===== src/hdl/tfs_pkg.sv =====
// Purpose: Shared constants and types for the framing select block
// Assumes: 32-bit Avalon-MM register bus, byte addresses
// Notes:   Register offsets are word indices; byte address is index * 4
package tfs_pkg;

    // ----------------------------------------------------------------
    // Register map
    // ----------------------------------------------------------------
    localparam int          AVS_ADDR_W        = 8;
    localparam int          AVS_DATA_W        = 32;
    localparam int          REG_IDX_W         = 6;
    localparam logic [5:0]  REG_IDX_CTRL      = 6'h00;
    localparam logic [5:0]  REG_IDX_STATUS    = 6'h01;
    localparam logic [5:0]  REG_IDX_FRAMING   = 6'h07;

    // ----------------------------------------------------------------
    // Reset values
    // ----------------------------------------------------------------
    localparam logic [7:0]  CTRL_RESET        = 8'h00;
    localparam logic [7:0]  FRAMING_RESET     = 8'h08;

    // ----------------------------------------------------------------
    // Field positions
    // ----------------------------------------------------------------
    localparam int          CTRL_E1_MODE_BIT  = 0;
    localparam int          T1_FMT_LSB        = 0;
    localparam int          T1_FMT_MSB        = 2;
    localparam int          E1_IWD_EN_BIT     = 7;
    localparam int          E1_CRC_INS_BIT    = 6;
    localparam int          E1_CAS_LSB        = 4;
    localparam int          E1_CAS_MSB        = 5;
    localparam int          E1_CRC4_LSB       = 2;
    localparam int          E1_CRC4_MSB       = 3;
    localparam int          E1_FAS_CHK_BIT    = 1;
    localparam int          E1_FAS_SEL_BIT    = 0;
    localparam int          ST_E1_MODE_BIT    = 0;
    localparam int          ST_FMT_LSB        = 1;
    localparam int          ST_FMT_MSB        = 5;
    localparam int          ST_CRC_PEND_BIT   = 6;
    localparam int          ST_CAS_ACT_BIT    = 7;
    localparam int          ST_CRC_CNT_LSB    = 8;
    localparam int          ST_CRC_CNT_MSB    = 15;
    localparam int          ST_RESYNC_LSB     = 16;
    localparam int          ST_RESYNC_MSB     = 23;

    // ----------------------------------------------------------------
    // Encodings
    // ----------------------------------------------------------------
    localparam logic [2:0]  FMT_CODE_LOOP_CARRIER = 3'h4;
    localparam logic [2:0]  FMT_CODE_SUPER    = 3'h5;
    localparam logic [2:0]  FMT_CODE_N        = 3'h6;
    localparam logic [2:0]  FMT_CODE_DM       = 3'h7;
    localparam logic [1:0]  CAS_CODE_OFF_LO   = 2'h0;
    localparam logic [1:0]  CAS_CODE_ALG1     = 2'h1;
    localparam logic [1:0]  CAS_CODE_ALG2     = 2'h2;
    localparam logic [1:0]  CAS_CODE_OFF_HI   = 2'h3;

    // Decoded T1 framing format, one-hot
    typedef enum logic [4:0] {
        TFS_FMT_EXT_SUPER    = 5'h01,
        TFS_FMT_LOOP_CARRIER = 5'h02,
        TFS_FMT_SUPER        = 5'h04,
        TFS_FMT_N            = 5'h08,
        TFS_FMT_DM           = 5'h10
    } tfs_fmt_t;

endpackage : tfs_pkg


===== src/hdl/tfs_pend_flag.sv =====
// Purpose: Sticky request flag, set by an event, cleared when consumed
// Assumes: set and take are single-cycle pulses on clk
// Notes:   Set wins over take in the same cycle so no event is lost
`timescale 1ns/1ps
module tfs_pend_flag (
    input  wire logic clk,
    input  wire logic srst,
    input  wire logic set_pulse,
    input  wire logic take_pulse,
    output logic      pending
);
    logic pend_reg;
    logic pend_next;

    // ----------------------------------------------------------------
    // Flag update
    // ----------------------------------------------------------------
    // A second set landing on the take cycle re-arms the flag
    assign pend_next = set_pulse | (pend_reg & ~take_pulse);
    assign pending   = pend_reg;

    always_ff @(posedge clk) begin
        if (srst) begin
            pend_reg <= 1'b0;
        end else begin
            pend_reg <= pend_next;
        end
    end

endmodule : tfs_pend_flag


===== src/hdl/tfs_framing_select.sv =====
// Contract
// - T1 format field: top bit clear is extended superframe; 1xx others.
// - E1 register fields from bit 7 down; reset value sets bit 3 only.
// - Bit 7 set enables CRC to non-CRC interworking detection.
// - A zero-to-one of bit 6 in E1 mode inverts one outgoing CRC bit; rises before that slot merge.
// - CAS select 00/11 off with no sync pulse; 01 algorithm 1; 10 algo 2.
//
// Purpose: Per-channel framing select register and its decoded controls
// Assumes: Framing engines run on clk; tx_crc_slot marks each CRC bit
// Notes:   One wait cycle on every bus access; readdata is registered
`timescale 1ns/1ps
module tfs_framing_select
    import tfs_pkg::*;
(
    input  wire logic        clk,
    input  wire logic        srst,
    input  wire logic [7:0]  avs_address,
    input  wire logic        avs_read,
    input  wire logic        avs_write,
    input  wire logic [31:0] avs_writedata,
    input  wire logic [3:0]  avs_byteenable,
    output logic      [31:0] avs_readdata,
    output logic             avs_waitrequest,
    output logic             e1_mode,
    output tfs_fmt_t         t1_format,
    output logic             rx_resync,
    output logic             interworking_detect_en,
    output logic      [1:0]  crc4_select,
    output logic             fas_check_en,
    output logic             fas_select,
    output logic             cas_search_en,
    output logic             cas_search_alg2,
    input  wire logic        tx_crc_slot,
    output logic             tx_crc_invert,
    input  wire logic        rx_cas_sync_raw,
    output logic             cas_multiframe_sync_pulse
);

    // ----------------------------------------------------------------
    // Overview
    // ----------------------------------------------------------------
    // The framing byte is stored once; the mode bit decides whether the
    // framing engines read it as a T1 format code or as E1 controls.
    // Level outputs follow the registers directly, except t1_format, one cycle later; resync, CRC invert
    // and the sync pulse are single-cycle strobes.
    // Nothing here crosses a clock: both engines are assumed on clk.

    // ----------------------------------------------------------------
    // Storage
    // ----------------------------------------------------------------
    logic [7:0]  ctrl_reg;
    logic [7:0]  ctrl_next;
    logic [7:0]  framing_reg;
    logic [7:0]  framing_next;
    logic        ack_reg;
    logic [31:0] rdata_reg;
    logic [31:0] rdata_next;
    tfs_fmt_t    fmt_reg;
    tfs_fmt_t    fmt_next;
    logic        resync_reg;
    logic        resync_next;
    logic        crc_ins_prev_reg;
    logic [7:0]  crc_cnt_reg;
    logic [7:0]  crc_cnt_next;
    logic [7:0]  resync_cnt_reg;
    logic [7:0]  resync_cnt_next;
    logic        cas_pulse_reg;
    logic        cas_pulse_next;
    logic        tx_crc_pending;

    // ----------------------------------------------------------------
    // Bus decode
    // ----------------------------------------------------------------
    wire         bus_req;
    wire         wr_done;
    wire [5:0]   reg_idx;
    wire         hit_ctrl;
    wire         hit_status;
    wire         hit_framing;
    wire         lane0_en;
    wire         wr_ctrl;
    wire         wr_framing;
    wire [7:0]   wr_byte;
    wire [31:0]  status_word;

    // Register map, one byte per word in lane 0, except status, which fills bits 23:0:
    //   index 0  control, bit 0 selects E1 mode
    //   index 1  status, read only; writes to it are dropped
    //   index 7  framing select, read as T1 or E1 by the mode bit
    // Any other index reads zero and ignores writes.

    // Every access gets one wait cycle; data is ready at the release edge.
    // Waitrequest is combinational so a new request is held off at once.
    assign bus_req         = avs_read | avs_write;
    assign avs_waitrequest = bus_req & ~ack_reg;
    assign wr_done         = avs_write & ack_reg;

    // Word-aligned index; low two address bits do not select anything
    assign reg_idx     = avs_address[7:2];
    assign hit_ctrl    = (reg_idx == REG_IDX_CTRL);
    assign hit_status  = (reg_idx == REG_IDX_STATUS);
    assign hit_framing = (reg_idx == REG_IDX_FRAMING);

    // Control and framing are one byte wide and live in byte lane 0
    assign lane0_en   = avs_byteenable[0];
    assign wr_byte    = avs_writedata[7:0];
    assign wr_ctrl    = wr_done & hit_ctrl & lane0_en;
    assign wr_framing = wr_done & hit_framing & lane0_en;

    // ----------------------------------------------------------------
    // Handshake state
    // ----------------------------------------------------------------
    // Ack drops after the accepting edge so a held request is not doubled
    // A master that keeps its request up gets a fresh wait cycle
    always_ff @(posedge clk) begin
        if (srst) begin
            ack_reg <= 1'b0;
        end else begin
            ack_reg <= bus_req & ~ack_reg;
        end
    end

    // ----------------------------------------------------------------
    // Register writes
    // ----------------------------------------------------------------
    // Same byte serves T1 format and E1 fields; mode picks the meaning
    assign ctrl_next    = wr_ctrl ? wr_byte : ctrl_reg;
    assign framing_next = wr_framing ? wr_byte : framing_reg;

    // Reset loads the documented default; only bit 3 comes up set
    always_ff @(posedge clk) begin
        if (srst) begin
            ctrl_reg    <= CTRL_RESET;
            framing_reg <= FRAMING_RESET;
        end else begin
            ctrl_reg    <= ctrl_next;
            framing_reg <= framing_next;
        end
    end

    // ----------------------------------------------------------------
    // Read data
    // ----------------------------------------------------------------
    // Status packs mode, decoded format, CRC and CAS activity, counters.
    // Placed field by field so the map follows the package positions.
    assign status_word[ST_E1_MODE_BIT]                = e1_mode;
    assign status_word[ST_FMT_MSB:ST_FMT_LSB]         = fmt_reg;
    assign status_word[ST_CRC_PEND_BIT]               = tx_crc_pending;
    assign status_word[ST_CAS_ACT_BIT]                = cas_search_en;
    assign status_word[ST_CRC_CNT_MSB:ST_CRC_CNT_LSB] = crc_cnt_reg;
    assign status_word[ST_RESYNC_MSB:ST_RESYNC_LSB]   = resync_cnt_reg;
    assign status_word[31:24]                         = 8'h00;

    // Sampled on the wait cycle so it stands at the release edge
    always_comb begin
        rdata_next = 32'h0000_0000;
        if (hit_ctrl) begin
            rdata_next = {24'h00_0000, ctrl_reg};
        end else if (hit_status) begin
            rdata_next = status_word;
        end else if (hit_framing) begin
            rdata_next = {24'h00_0000, framing_reg};
        end
    end

    // Unmapped reads return zero; idle cycles clear the word
    // Clearing on idle keeps stale data off the bus between reads
    always_ff @(posedge clk) begin
        if (srst) begin
            rdata_reg <= 32'h0000_0000;
        end else if (avs_read & ~ack_reg) begin
            rdata_reg <= rdata_next;
        end else if (~bus_req) begin
            rdata_reg <= 32'h0000_0000;
        end
    end

    assign avs_readdata = rdata_reg;

    // ----------------------------------------------------------------
    // Mode and E1 field outputs
    // ----------------------------------------------------------------
    wire [1:0]  cas_code;
    wire        e1_crc_ins_bit;

    assign e1_mode                = ctrl_reg[CTRL_E1_MODE_BIT];
    assign cas_code               = framing_reg[E1_CAS_MSB:E1_CAS_LSB];
    assign e1_crc_ins_bit         = framing_reg[E1_CRC_INS_BIT];

    // Bit 7 gates the interworking detector; zero is normal framing
    assign interworking_detect_en = e1_mode &
                                    framing_reg[E1_IWD_EN_BIT];
    // CRC-4 and FAS bits pass raw; the receive engine decodes them
    assign crc4_select            = framing_reg[E1_CRC4_MSB:E1_CRC4_LSB];
    assign fas_check_en           = framing_reg[E1_FAS_CHK_BIT];
    assign fas_select             = framing_reg[E1_FAS_SEL_BIT];

    // Both 00 and 11 leave the multiframe search off
    assign cas_search_en   = e1_mode &
                             ((cas_code == CAS_CODE_ALG1) |
                              (cas_code == CAS_CODE_ALG2));
    assign cas_search_alg2 = e1_mode &
                             (cas_code == CAS_CODE_ALG2);

    // ----------------------------------------------------------------
    // T1 format decode
    // ----------------------------------------------------------------
    wire [2:0] fmt_field;

    assign fmt_field = framing_reg[T1_FMT_MSB:T1_FMT_LSB];

    // Top bit clear always means extended superframe, whatever the rest
    always_comb begin
        case (fmt_field)
            FMT_CODE_LOOP_CARRIER: fmt_next = TFS_FMT_LOOP_CARRIER;
            FMT_CODE_SUPER:        fmt_next = TFS_FMT_SUPER;
            FMT_CODE_N:            fmt_next = TFS_FMT_N;
            FMT_CODE_DM:           fmt_next = TFS_FMT_DM;
            default:               fmt_next = TFS_FMT_EXT_SUPER;
        endcase
    end

    // A real format change, not a rewrite of the same format, resyncs.
    // Rewriting 000 as 011 keeps the format and so keeps the alignment.
    assign resync_next = ~e1_mode & (fmt_next != fmt_reg);
    // Counts wrap at 255; software should read differences, not totals
    assign resync_cnt_next = resync_reg ? resync_cnt_reg + 8'h01
                                        : resync_cnt_reg;

    always_ff @(posedge clk) begin
        if (srst) begin
            fmt_reg        <= TFS_FMT_EXT_SUPER;
            resync_reg     <= 1'b0;
            resync_cnt_reg <= 8'h00;
        end else begin
            fmt_reg        <= fmt_next;
            resync_reg     <= resync_next;
            resync_cnt_reg <= resync_cnt_next;
        end
    end

    assign t1_format = fmt_reg;
    assign rx_resync = resync_reg;

    // ----------------------------------------------------------------
    // CRC error insertion
    // ----------------------------------------------------------------
    wire  crc_ins_rise;
    wire  crc_take;

    // Only the rising edge arms a request; a held one or zero is quiet.
    // Software must clear the bit before the next rise can arm again.
    assign crc_ins_rise = e1_crc_ins_bit & ~crc_ins_prev_reg;
    assign crc_take     = tx_crc_pending & tx_crc_slot;

    always_ff @(posedge clk) begin
        if (srst) begin
            crc_ins_prev_reg <= 1'b0;
        end else begin
            crc_ins_prev_reg <= e1_crc_ins_bit;
        end
    end

    // One pending request covers exactly one CRC bit. Limitation: a second
    // rise written before the next CRC slot merges into the same request.
    tfs_pend_flag u_crc_pend (
        .clk        (clk),
        .srst       (srst),
        .set_pulse  (crc_ins_rise & e1_mode),
        .take_pulse (crc_take),
        .pending    (tx_crc_pending)
    );

    // Inversion is shown only on the consuming CRC slot
    assign tx_crc_invert = crc_take;
    assign crc_cnt_next  = crc_take ? crc_cnt_reg + 8'h01 : crc_cnt_reg;

    always_ff @(posedge clk) begin
        if (srst) begin
            crc_cnt_reg <= 8'h00;
        end else begin
            crc_cnt_reg <= crc_cnt_next;
        end
    end

    // ----------------------------------------------------------------
    // CAS multiframe sync pulse
    // ----------------------------------------------------------------
    // Registered so the pulse is a clean flop output; costs one cycle
    // While the search is off a raw pulse is dropped, never delayed
    assign cas_pulse_next = rx_cas_sync_raw & cas_search_en;

    always_ff @(posedge clk) begin
        if (srst) begin
            cas_pulse_reg <= 1'b0;
        end else begin
            cas_pulse_reg <= cas_pulse_next;
        end
    end

    assign cas_multiframe_sync_pulse = cas_pulse_reg;

endmodule : tfs_framing_select


===== config.mk =====
export PLATFORM = sky130hd
export DESIGN_NAME = tfs_framing_select
export DESIGN_NICKNAME = d
export VERILOG_FILES = /design/src/hdl/tfs_pkg.sv /design/src/hdl/tfs_pend_flag.sv /design/src/hdl/tfs_framing_select.sv
export SDC_FILE = /design/constraint.sdc
export NUM_CORES = 1
export LEC_CHECK = 0
export BUFFER_PORTS_ARGS = -buffer_cell sky130_fd_sc_hd__buf_2
export CORE_ASPECT_RATIO = 0.7
export CORE_MARGIN = 5
export CORE_UTILIZATION = 35
export DETAILED_ROUTE_END_ITERATION = 10
export PLACE_DENSITY_LB_ADDON = 0.2
export SETUP_SLACK_MARGIN = 0.05
export SLEW_MARGIN = 30
export SYNTH_ARGS = -nofsm -noshare
export SYNTH_HDL_FRONTEND = slang
export SYNTH_SLANG_ARGS = --single-unit
export TNS_END_PERCENT = 20

===== constraint.sdc =====
create_clock -name clk -period 4.98 [get_ports clk]
set_clock_uncertainty 0.2 [all_clocks]
set_input_delay 0.498 -clock clk [delete_from_list [all_inputs] [get_ports clk]]
set_output_delay 0.498 -clock clk [all_outputs]
set_load 0.005 [all_outputs]

==> results.md, run 1 <==
Run:
- The max capacitance violation total is 0.

Floorplan:
- The die outline width is 115 µm.
- The overall die area is 9530 µm².
- The die is 83.2 µm tall.
- The core region is 7380 µm².
- The top-level port count is 99.
- After floorplanning, the core was divided into 26 placement rows.
- The initial core utilization is 0.363.

Route:
- The number of routed nets with antenna violations is 0.
- The vias after detailed routing is 2111.
- The total wirelength of the detailed-routed design is 6.38 mm.
- The detail-routed net length per standard cell is 14.9 µm.
- The number of detailed-routing iterations run before antenna repair is 4.
- In the routed design, unresolved DRC markers number 0.
- The per-cell via count in the routed design is 4.94.
- In this run, the number of DRC markers left after iteration 0 of detailed routing was between 60 and 70.

Place:
- Port buffering added 61 buffers.
- After detailed placement, the design holds a cell count of a little over 400.
- The routability-driven placement congestion ratio is 0.789.
- The HPWL reported at the end of detailed placement is 4.48 mm.
- The setup slack at placement is 2.25 ns.

STA:
- The final number of max-transition violations is 0.
- The maximum clock frequency is 0.429 GHz.
- Adding up every negative setup slack in the final design gives 0 ns.
- The final hold violation count is 0.
- Setup repair after global routing left no endpoint under its margin.
- In the finished design, the share of the clock period the worst path needs comes to 0.468.
- After layout, the worst setup slack is 2.65 ns.
- Setup violations remaining at the end of the flow were counted as 0.
- At the pin with the least slew margin, the transition time is 0.769 ns.
- The smallest clock period supported by the final layout is computed as 2.33 ns.
- In this run the tightest slew margin relative to its limit is 0.487.

Power and ir drop:
- The proportion of power drawn by combinational gates is 0.037.
- The switching part of the total is 0.240.
- Summing internal, switching and leakage power gives 0.941 mW.
- In this run the static leakage power is approximately 1.3 nW.
- VDD sags by at most 0.107 mV.
- The ratio of total power to cell area is 299 nW/µm².
- The share of total power dissipated in the clock network is 0.401.
- The sequential share of power is 0.562.
- The analysis attributes to net switching a power of ~0.23 mW.
- Internal power comes to roughly 0.72 mW.

Setup path:
- Data on the critical path arrives at its endpoint at 2.41 ns.
- The largest fanout on the critical path is 41.
- The critical path goes through buf_2, nor3b_1, nand3_2, nor3_4, a22o_1.
- The endpoint required time on the critical path is just over 5 ns.
- The cell with the largest stage delay on the worst path is sky130_fd_sc_hd__nor3_4.
- The largest incremental delay on the critical path is ~0.62 ns.
- The cell class contributing the biggest share of worst-path delay is simple AND/OR/NAND/NOR gates.
- The nature of the critical path endpoint is a flip-flop.
- The kind of critical path is input port to flip-flop.
- The worst setup path is launched from an input port.
- Together, buffers and inverters on the worst path number 1.

Clock tree:
- The clock latency on the worst-skew pair is 0.34 ns.
- The number of clock sinks is 66.
- The tree is rooted in a sky130_fd_sc_hd__clkbuf_8.
- Once the clock tree was built, the resizer swapped 0 gates to a different size.
- Buffers inserted to repair hold after CTS numbered 0.
- The clock transition at the registers of the reported paths is 0.07 ns.
- TritonCTS built the clock tree.
- The clock passes through at most 2 buffers.
- The H-tree generated during clock tree synthesis spans 3 levels.
- The number of setup buffers added after CTS is 0.
- The number of clock buffers inserted by TritonCTS is 9.

Cells and area:
- The final layout contains ~380 nets.
- The count of filler cells inserted in the layout is 746.
- The multi-input combinational cells in the finished layout cover a total of 1220 µm².
- The number of diodes added for antenna fixing is 0.
- The layout overhead on the synthesized area is 17.6%.
- Once layout is complete, the cells apart from fillers number 427.
- The fraction of final layout cells with drive strength greater than 1 is 0.243.
- Summing all flip-flop and latch instances after layout gives 1320 µm².
- The register with the most flip-flops in the layout has 24 of them.

Min path:
- The min-delay analysis places its worst path in the category input port to flip-flop.

Global route:
- The maximum number of pins on one net before global-route repair is 42.
- The via count of the first global-routing pass is 2071.
- The first-pass GRT wire length is 10.7 mm.
- The overall global routing resource usage is 0.141.
- The number of antenna violations at the first check in global routing is 0.
- After global routing the overflow that remains totals 0.

Logic synthesis:
- The most used flip-flop cell after synthesis is sky130_fd_sc_hd__dfxtp_1.
- Yosys printed 0 warnings.
- Each instance of the synthesized netlist takes up on average 9.88 µm².
- The cell count after synthesis is 271.
- The netlist area before placement is 2680 µm².
- Of all cell types, the one taking the most synthesized area is sky130_fd_sc_hd__dfxtp_1.
- The post-synthesis async set-or-reset flop share is 0.
- Of the post-synthesis cell area, the dominant cell type holds 0.493.
- Counting distinct cell types in the post-synthesis netlist gives 43.
- The sequential element share of the synthesized area is 0.493.
- Yosys attributes the largest share of cell area to sky130_fd_sc_hd__dfxtp_1, sky130_fd_sc_hd__mux2i_1, sky130_fd_sc_hd__nor2_1, sky130_fd_sc_hd__a22o_1, sky130_fd_sc_hd__buf_4.
- After synthesis the netlist holds a flip-flop and latch count of 66.
- The number of synthesized flops with an enable pin is 0.

Outcome:
- The run finished with clean final reports.
## cells by family (layout without fill, tap and decap cells)
group / Yosys count / after routing / synth area share
compound gates: 43 / 43 / 0.128
xor+xnor: 11 / 11 / 0.0360
fa+ha+maj: 3 / 3 / 0.0140
buf+inv: 28 / 79 / 0.0593
flops: 66 / 66 / 0.493
mux: 19 / 19 / 0.0710
other cells: 1 / 8 / 0.00140
simple gates: 100 / 100 / 0.197
## cell usage in the layout (no fill, tap or decap), types with 5 or more instances in the layout
cell type and n:
sky130_fd_sc_hd__nor2b_1 5, sky130_fd_sc_hd__conb_1 8, sky130_fd_sc_hd__nand4_1 6, sky130_fd_sc_hd__nor2_1 41
sky130_fd_sc_hd__clkbuf_8 9, sky130_fd_sc_hd__a22o_1 16, sky130_fd_sc_hd__nor3_1 5, sky130_fd_sc_hd__nand2_1 11
sky130_fd_sc_hd__dfxtp_1 66, sky130_fd_sc_hd__mux2i_1 19, sky130_fd_sc_hd__xor2_1 7, sky130_fd_sc_hd__a22oi_1 5
sky130_fd_sc_hd__a221o_1 7, sky130_fd_sc_hd__buf_2 61, sky130_fd_sc_hd__o21ai_0 5
## layout make-up
class | instances | area share
tap | 98 | 0.0389
clock buffer | 10 | 0.0405
inverter | 2 | 0.00238
timing repair buffer | 62 | 0.0993
multi-input combinational | 184 | 0.389
clock inverter | 5 | 0.0103
sequential | 66 | 0.420
## power groups by stage
stage                     Clock [mW]  Sequential, mW  Combinational [mW]
after floorplan                    0           0.541              0.0220
after global placement             0           0.541              0.0340
after detailed placement           0           0.541              0.0346
after CTS                      0.392           0.529              0.0346
after global routing           0.413           0.529              0.0388
final                          0.377           0.529              0.0345
## path summary, 6_finish.rpt
path / start / to / slack [ns] / depth (start not counted)
min: avs_writedata[3] / framing_reg[3]$_SDFFE_PP1P_ / 0.19 / 2
max: srst / avs_readdata[18]$_SDFFE_PP0P_ / 2.65 / 5
max reg2reg: ack_reg$_SDFF_PP0_ / avs_readdata[18]$_SDFFE_PP0P_ / 2.90 / 4
min reg2reg: avs_readdata[3]$_SDFFE_PP0P_ / avs_readdata[3]$_SDFFE_PP0P_ / 0.26 / 2
## through the flow
stage	hold WS (ns)	utilization	instance area, µm²
finish	0.192	0.426	3150
global route	0.179	0.426	3150
CTS	0.169	0.426	3150
detailed placement	0.242	0.405	2990
global placement	0.242	0.405	2990
floorplan	0.249	-	2710
## cells in the mapped netlist, types with 2 or more instances
library cell,number
sky130_fd_sc_hd__and4_1,2
sky130_fd_sc_hd__dfxtp_1,66
sky130_fd_sc_hd__a22oi_1,5
sky130_fd_sc_hd__inv_1,2
sky130_fd_sc_hd__a221o_1,7
sky130_fd_sc_hd__and2_1,4
sky130_fd_sc_hd__a21oi_1,4
sky130_fd_sc_hd__ha_1,3
sky130_fd_sc_hd__xor2_1,7
sky130_fd_sc_hd__nand2_1,11
sky130_fd_sc_hd__clkbuf_1,10
sky130_fd_sc_hd__mux2i_1,19
sky130_fd_sc_hd__nor4_1,4
sky130_fd_sc_hd__nor2b_1,5
sky130_fd_sc_hd__nand3b_1,4
sky130_fd_sc_hd__and3_1,3
sky130_fd_sc_hd__buf_4,12
sky130_fd_sc_hd__xnor2_1,4
sky130_fd_sc_hd__nand2b_1,3
sky130_fd_sc_hd__buf_1,2
sky130_fd_sc_hd__or3_1,4
sky130_fd_sc_hd__o21ai_0,5
sky130_fd_sc_hd__nand4_1,6
sky130_fd_sc_hd__a22o_1,16
sky130_fd_sc_hd__nor2_1,41
sky130_fd_sc_hd__nor3_1,5
## routing by layer
layer | routed length, µm | GRT usage | share of wire | up-vias
met3 | 356 | 0.0509 | 0.056 | 4
li1 | - | - | - | 1056
met4 | 31 | 0.0410 | 0.0049 | 0
met5 | 0 | 0 | 0 | -
met1 | 3300 | 0.200 | 0.52 | 1005
met2 | 2680 | 0.200 | 0.42 | 46
(Power assumes the default switching activity.)
==> run 2: changes to the inputs <==
--- a/config.mk
+++ b/config.mk
@@ -5,6 +5,7 @@
 export SDC_FILE = /design/constraint.sdc
 export NUM_CORES = 1
 export LEC_CHECK = 0
+export ABC_AREA = 1
 export BUFFER_PORTS_ARGS = -buffer_cell sky130_fd_sc_hd__buf_2
 export CORE_ASPECT_RATIO = 0.7
 export CORE_MARGIN = 5
==> constraint.sdc (replaced) <==
create_clock -name clk -period 1.95 [get_ports clk]
set_clock_uncertainty 0.2 [all_clocks]
set_input_delay 0.195 -clock clk [delete_from_list [all_inputs] [get_ports clk]]
set_output_delay 0.195 -clock clk [all_outputs]
set_load 0.005 [all_outputs]
==> run 2 against run 1 <==
Compared with the run above: total power rose to 3.4 times the previous value; critical path depth did not move; sequential cell count did not move; final area rose by 21%; first-iteration DRC count rose to 3.4 times the previous value; via count rose by 32%; largest cell class is now multi-input combinational cells; largest power group is now the clock network.
==> results.md, run 2 <==
Clock tree:
- The clock root buffer is sky130_fd_sc_hd__clkbuf_16.
- The number of clock buffers inserted by TritonCTS is 9.
- The clock latency on the worst-skew pair is about 0.33 ns.
- The clock passes through at most 2 buffers.
- The H-tree was split into 3 levels.
- Clock-pin slew was measured on the worst setup and hold paths at 0.05 ns.
- The number of setup buffers added after CTS is 0.
- The TritonCTS clock tree is done.
- The number of clock sinks is 66.

Setup path:
- The most numerous cell type found on the critical path is sky130_fd_sc_hd__inv_1.
- The launch point of the worst reg-to-reg path is rx_resync$_SDFF_PP0_.
- STA classifies the critical path endpoint as a primary output.
- The data arrival time of the critical path is 1.42 ns.
- The cell class contributing the biggest share of worst-path delay is flip-flops.
- The slack of the worst reg-to-reg path is 0.37 ns.
- The critical path goes through inv_1, ha_1, or2_4, inv_1, buf_2.
- For the worst setup path, the data required time is about 1.6 ns.
- The sum of buffers and inverters on the critical path is 3.
- The cell with the largest stage delay on the worst path is sky130_fd_sc_hd__dfxtp_2.
- The critical path in this run is classified as flip-flop to primary output.
- Tracing the worst setup path back leads to its startpoint at framing_reg[4]$_SDFFE_PP0P_.
- The worst setup path is launched from a flip-flop.
- The largest incremental delay on the critical path is 0.33 ns.
- Along the worst path, the maximum fanout reaches 3.

STA:
- Setup repair after global routing left no endpoint under its margin.
- Across all setup checks in the final design, the least slack found is 0.138 ns.
- Summed over all failing endpoints, the final setup total negative slack is 0 ns.
- Of the available clock period, the critical path in the final layout requires 0.929.
- The final hold violation count is 0.
- The final number of max-transition violations is 0.
- The smallest clock period supported by the final layout is computed as 1.81 ns.
- The final count of negative-setup-slack endpoints is 0.
- Timing would allow up to 0.552 GHz.

Cells and area:
- The fraction of final layout cells with drive strength greater than 1 is 0.209.
- The number of diodes added for antenna fixing is 0.
- The final cell count without fillers is approximately 600.
- The most common cell after layout, fill and taps aside is sky130_fd_sc_hd__nand2_1.
- The final-stage net count is roughly 530.
- Once layout is complete, the utilization of the core stands at 0.451.
- Relative to the synthesized area, the layout overhead comes to 25.6%.
- In the layout the commonest cells are sky130_fd_sc_hd__nand2_1, sky130_fd_sc_hd__dfxtp_1, sky130_fd_sc_hd__buf_2.
- The flip-flop count of the largest register after layout is 24.

Floorplan:
- 99 I/O pins were placed.
- Measured along the x axis, the die boundary spans 121 µm.
- The core area is 8440 µm².
- The die extent in y is 87.9 µm.
- The initial utilization of the core area, before any placement, comes to 0.359.
- The die covers 10700 µm².
- Row generation in the floorplan step produced 28 rows.

Min path:
- The path class of the tightest hold or removal check is input port to flip-flop.
- The worst hold path startpoint is srst.

Logic synthesis:
- The most used flip-flop cell after synthesis is sky130_fd_sc_hd__dfxtp_1.
- Of the total synthesized cell area, the portion taken by XOR and XNOR cells is 0.00289.
- The post-synthesis share of cell area spent on full adders, half adders and majority gates is 0.0124.
- The cell taking the most area after synthesis is sky130_fd_sc_hd__dfxtp_1.
- The post-synthesis async set-or-reset flop share is 0.
- The share of the synthesized area in compound gates (AO/OA/AOI/OAI) is 0.125.
- The synthesized flop and latch total is 66.
- The sequential element share of the synthesized area is 0.436.
- The most numerous cell in the Yosys netlist is sky130_fd_sc_hd__nand2_1.
- The number of synthesized flops with an enable pin is 0.
- By area the synthesized netlist is led by sky130_fd_sc_hd__dfxtp_1, sky130_fd_sc_hd__nand2_1, sky130_fd_sc_hd__a21oi_1, sky130_fd_sc_hd__nor2_1, sky130_fd_sc_hd__inv_1.
- The area share of the leading cell type in the synthesized netlist is 0.436.
- The yosys synthesis warning count is 0.
- The synthesized area per cell is 7.42 µm².
- Of the post-synthesis cell area, the part taken by muxes is 0.
- The commonest cells after synthesis are sky130_fd_sc_hd__nand2_1, sky130_fd_sc_hd__dfxtp_1, sky130_fd_sc_hd__a21oi_1, sky130_fd_sc_hd__nor2_1, sky130_fd_sc_hd__inv_1.
- Of the total synthesized cell area, the portion taken by AND, OR, NAND and NOR gates is 0.309.
- The dominant combinational cell family by area after synthesis is simple AND/OR/NAND/NOR gates.
- The synthesized netlist contains 32 unique library cells.
- Synthesis handed over a netlist of 409 instances.
- The netlist area before placement is just over 3000 µm².

Global route:
- The via count of the first global-routing pass is 2501.
- The number of antenna violations at the first check in global routing was 0.
- The first global-routing pass estimated 12.6 mm of wire.
- Entering global routing, the biggest net connects 38 pins.
- The overall global routing resource usage is 0.153.
- The final global-route overflow total is 0.

Power and ir drop:
- The ratio of total power to cell area is 837 nW/µm².
- The share of total power dissipated in combinational logic is 0.057.
- The internal cell power is 2.53 mW.
- The switching power is 0.661 mW.
- The worst-case IR drop observed on VDD is around 0.40 mV.
- The analysis attributes to cell leakage a power of 1.66 nW.
- The switching part of the total is 0.207.
- The share of total power dissipated in the clock network is 0.517.
- The sequential share of power is 0.426.

Outcome:
- The flow ran to the end, and the final reports show no timing, DRC or antenna violations.

Route:
- The number of detailed-routing iterations run before antenna repair is 4.
- In the final routing, the length of wire on met1 measures between 3 and 4 mm.
- The vias after detailed routing is 2787.
- The DRC violations left is 0.
- The routed length on met2 is just over 3 mm.
- Signal routing reaches up to met4.
- In the routed layout, each cell is associated on average with a via count of around 4.6.
- The detail-routed net length per standard cell is 12.8 µm.
- Detailed routing placed a total of 657 µm of wire on met3.
- In this run, the number of DRC markers left after iteration 0 of detailed routing was 231.
- The total wirelength of the detailed-routed design is slightly below 8 mm.
- The number of routed nets with antenna violations is 0.

Place:
- The routability-driven placement congestion ratio is around 0.8.
- In this run, placement finished with an instance count of approximately 580.
- The HPWL reported at the end of detailed placement is about 5.7 mm.
- During placement, the flow inserted port buffers numbering 61.
- The setup slack at placement is 0.258 ns.

Run:
- The tool flagged a number of max-cap violations equal to 0.
run 2: path summary, 6_finish.rpt:
path | depth (start not counted) | endpoint
worst max-delay path | 5 | cas_search_en
worst max register to register | 7 | resync_cnt_reg[7]$_SDFFE_PP0P_
worst min-delay path | 3 | t1_format[0]$_SDFF_PP1_
worst min register to register | 2 | avs_readdata[21]$_SDFFE_PP0P_
run 2: metal layers:
metal,global-route usage,up-vias
li1,-,1457
met1,0.221,1238
met2,0.212,87
met3,0.0529,5
met4,0.0488,0
met5,0,-
run 2: area by class of cell:
| class | instances | area [µm²] |
|---|---|---|
| fillers | 871 | 4630 |
| multi-input cells | 278 | 1390 |
| flip-flops and latches | 66 | 1320 |
| repair buffers | 81 | 480 |
| clock buffers | 12 | 236 |
| inverters | 43 | 161 |
| well taps | 120 | 150 |
| clock inverters | 3 | 65.1 |
run 2: cell families (layout without fill, tap and decap cells):
logic type / count (synthesis) / after routing
AND/OR/NAND/NOR: 194 / 194
flip-flops: 66 / 66
other: 1 / 8
buffers and inverters: 72 / 139
XOR/XNOR: 1 / 1
adder cells (fa/ha/maj): 3 / 3
AO/OA/AOI/OAI: 72 / 72
run 2: stage by stage:
stage	hold slack (ns)	cell area, µm²	power (mW)
after floorplan	0.0959	3060	1.50
after global placement	0.229	3400	1.55
after detailed placement	0.236	3400	1.55
after CTS	0.0363	3810	3.23
after global routing	0.0752	3810	3.30
final	0.0300	3810	3.19
run 2: worst reg2reg max path: stages (launching register included):
cell	delay, ns
sky130_fd_sc_hd__dfxtp_1	0.46
sky130_fd_sc_hd__nand2_1	0.11
sky130_fd_sc_hd__nor2_1	0.20
sky130_fd_sc_hd__nand2_1	0.09
sky130_fd_sc_hd__nor2_1	0.15
sky130_fd_sc_hd__nand2_1	0.10
sky130_fd_sc_hd__o21ai_1	0.13
sky130_fd_sc_hd__nor2_1	0.05
run 2: power groups by stage:
stage               combinational (mW)  sequential, mW  clock (mW)
floorplan                        0.115            1.39           0
global placement                 0.165            1.39           0
detailed placement               0.167            1.39           0
CTS                              0.183            1.36        1.69
global route                     0.203            1.36        1.74
finish                           0.182            1.36        1.65
run 2: timing repair:
| action | 4_1_cts | 5_1_grt |
|---|---|---|
| hold endpoints to repair | 18 | 0 |
| resized for setup | 1 | 1 |
| endpoints found under the setup margin | 1 | 1 |
| hold buffers | 10 | 0 |
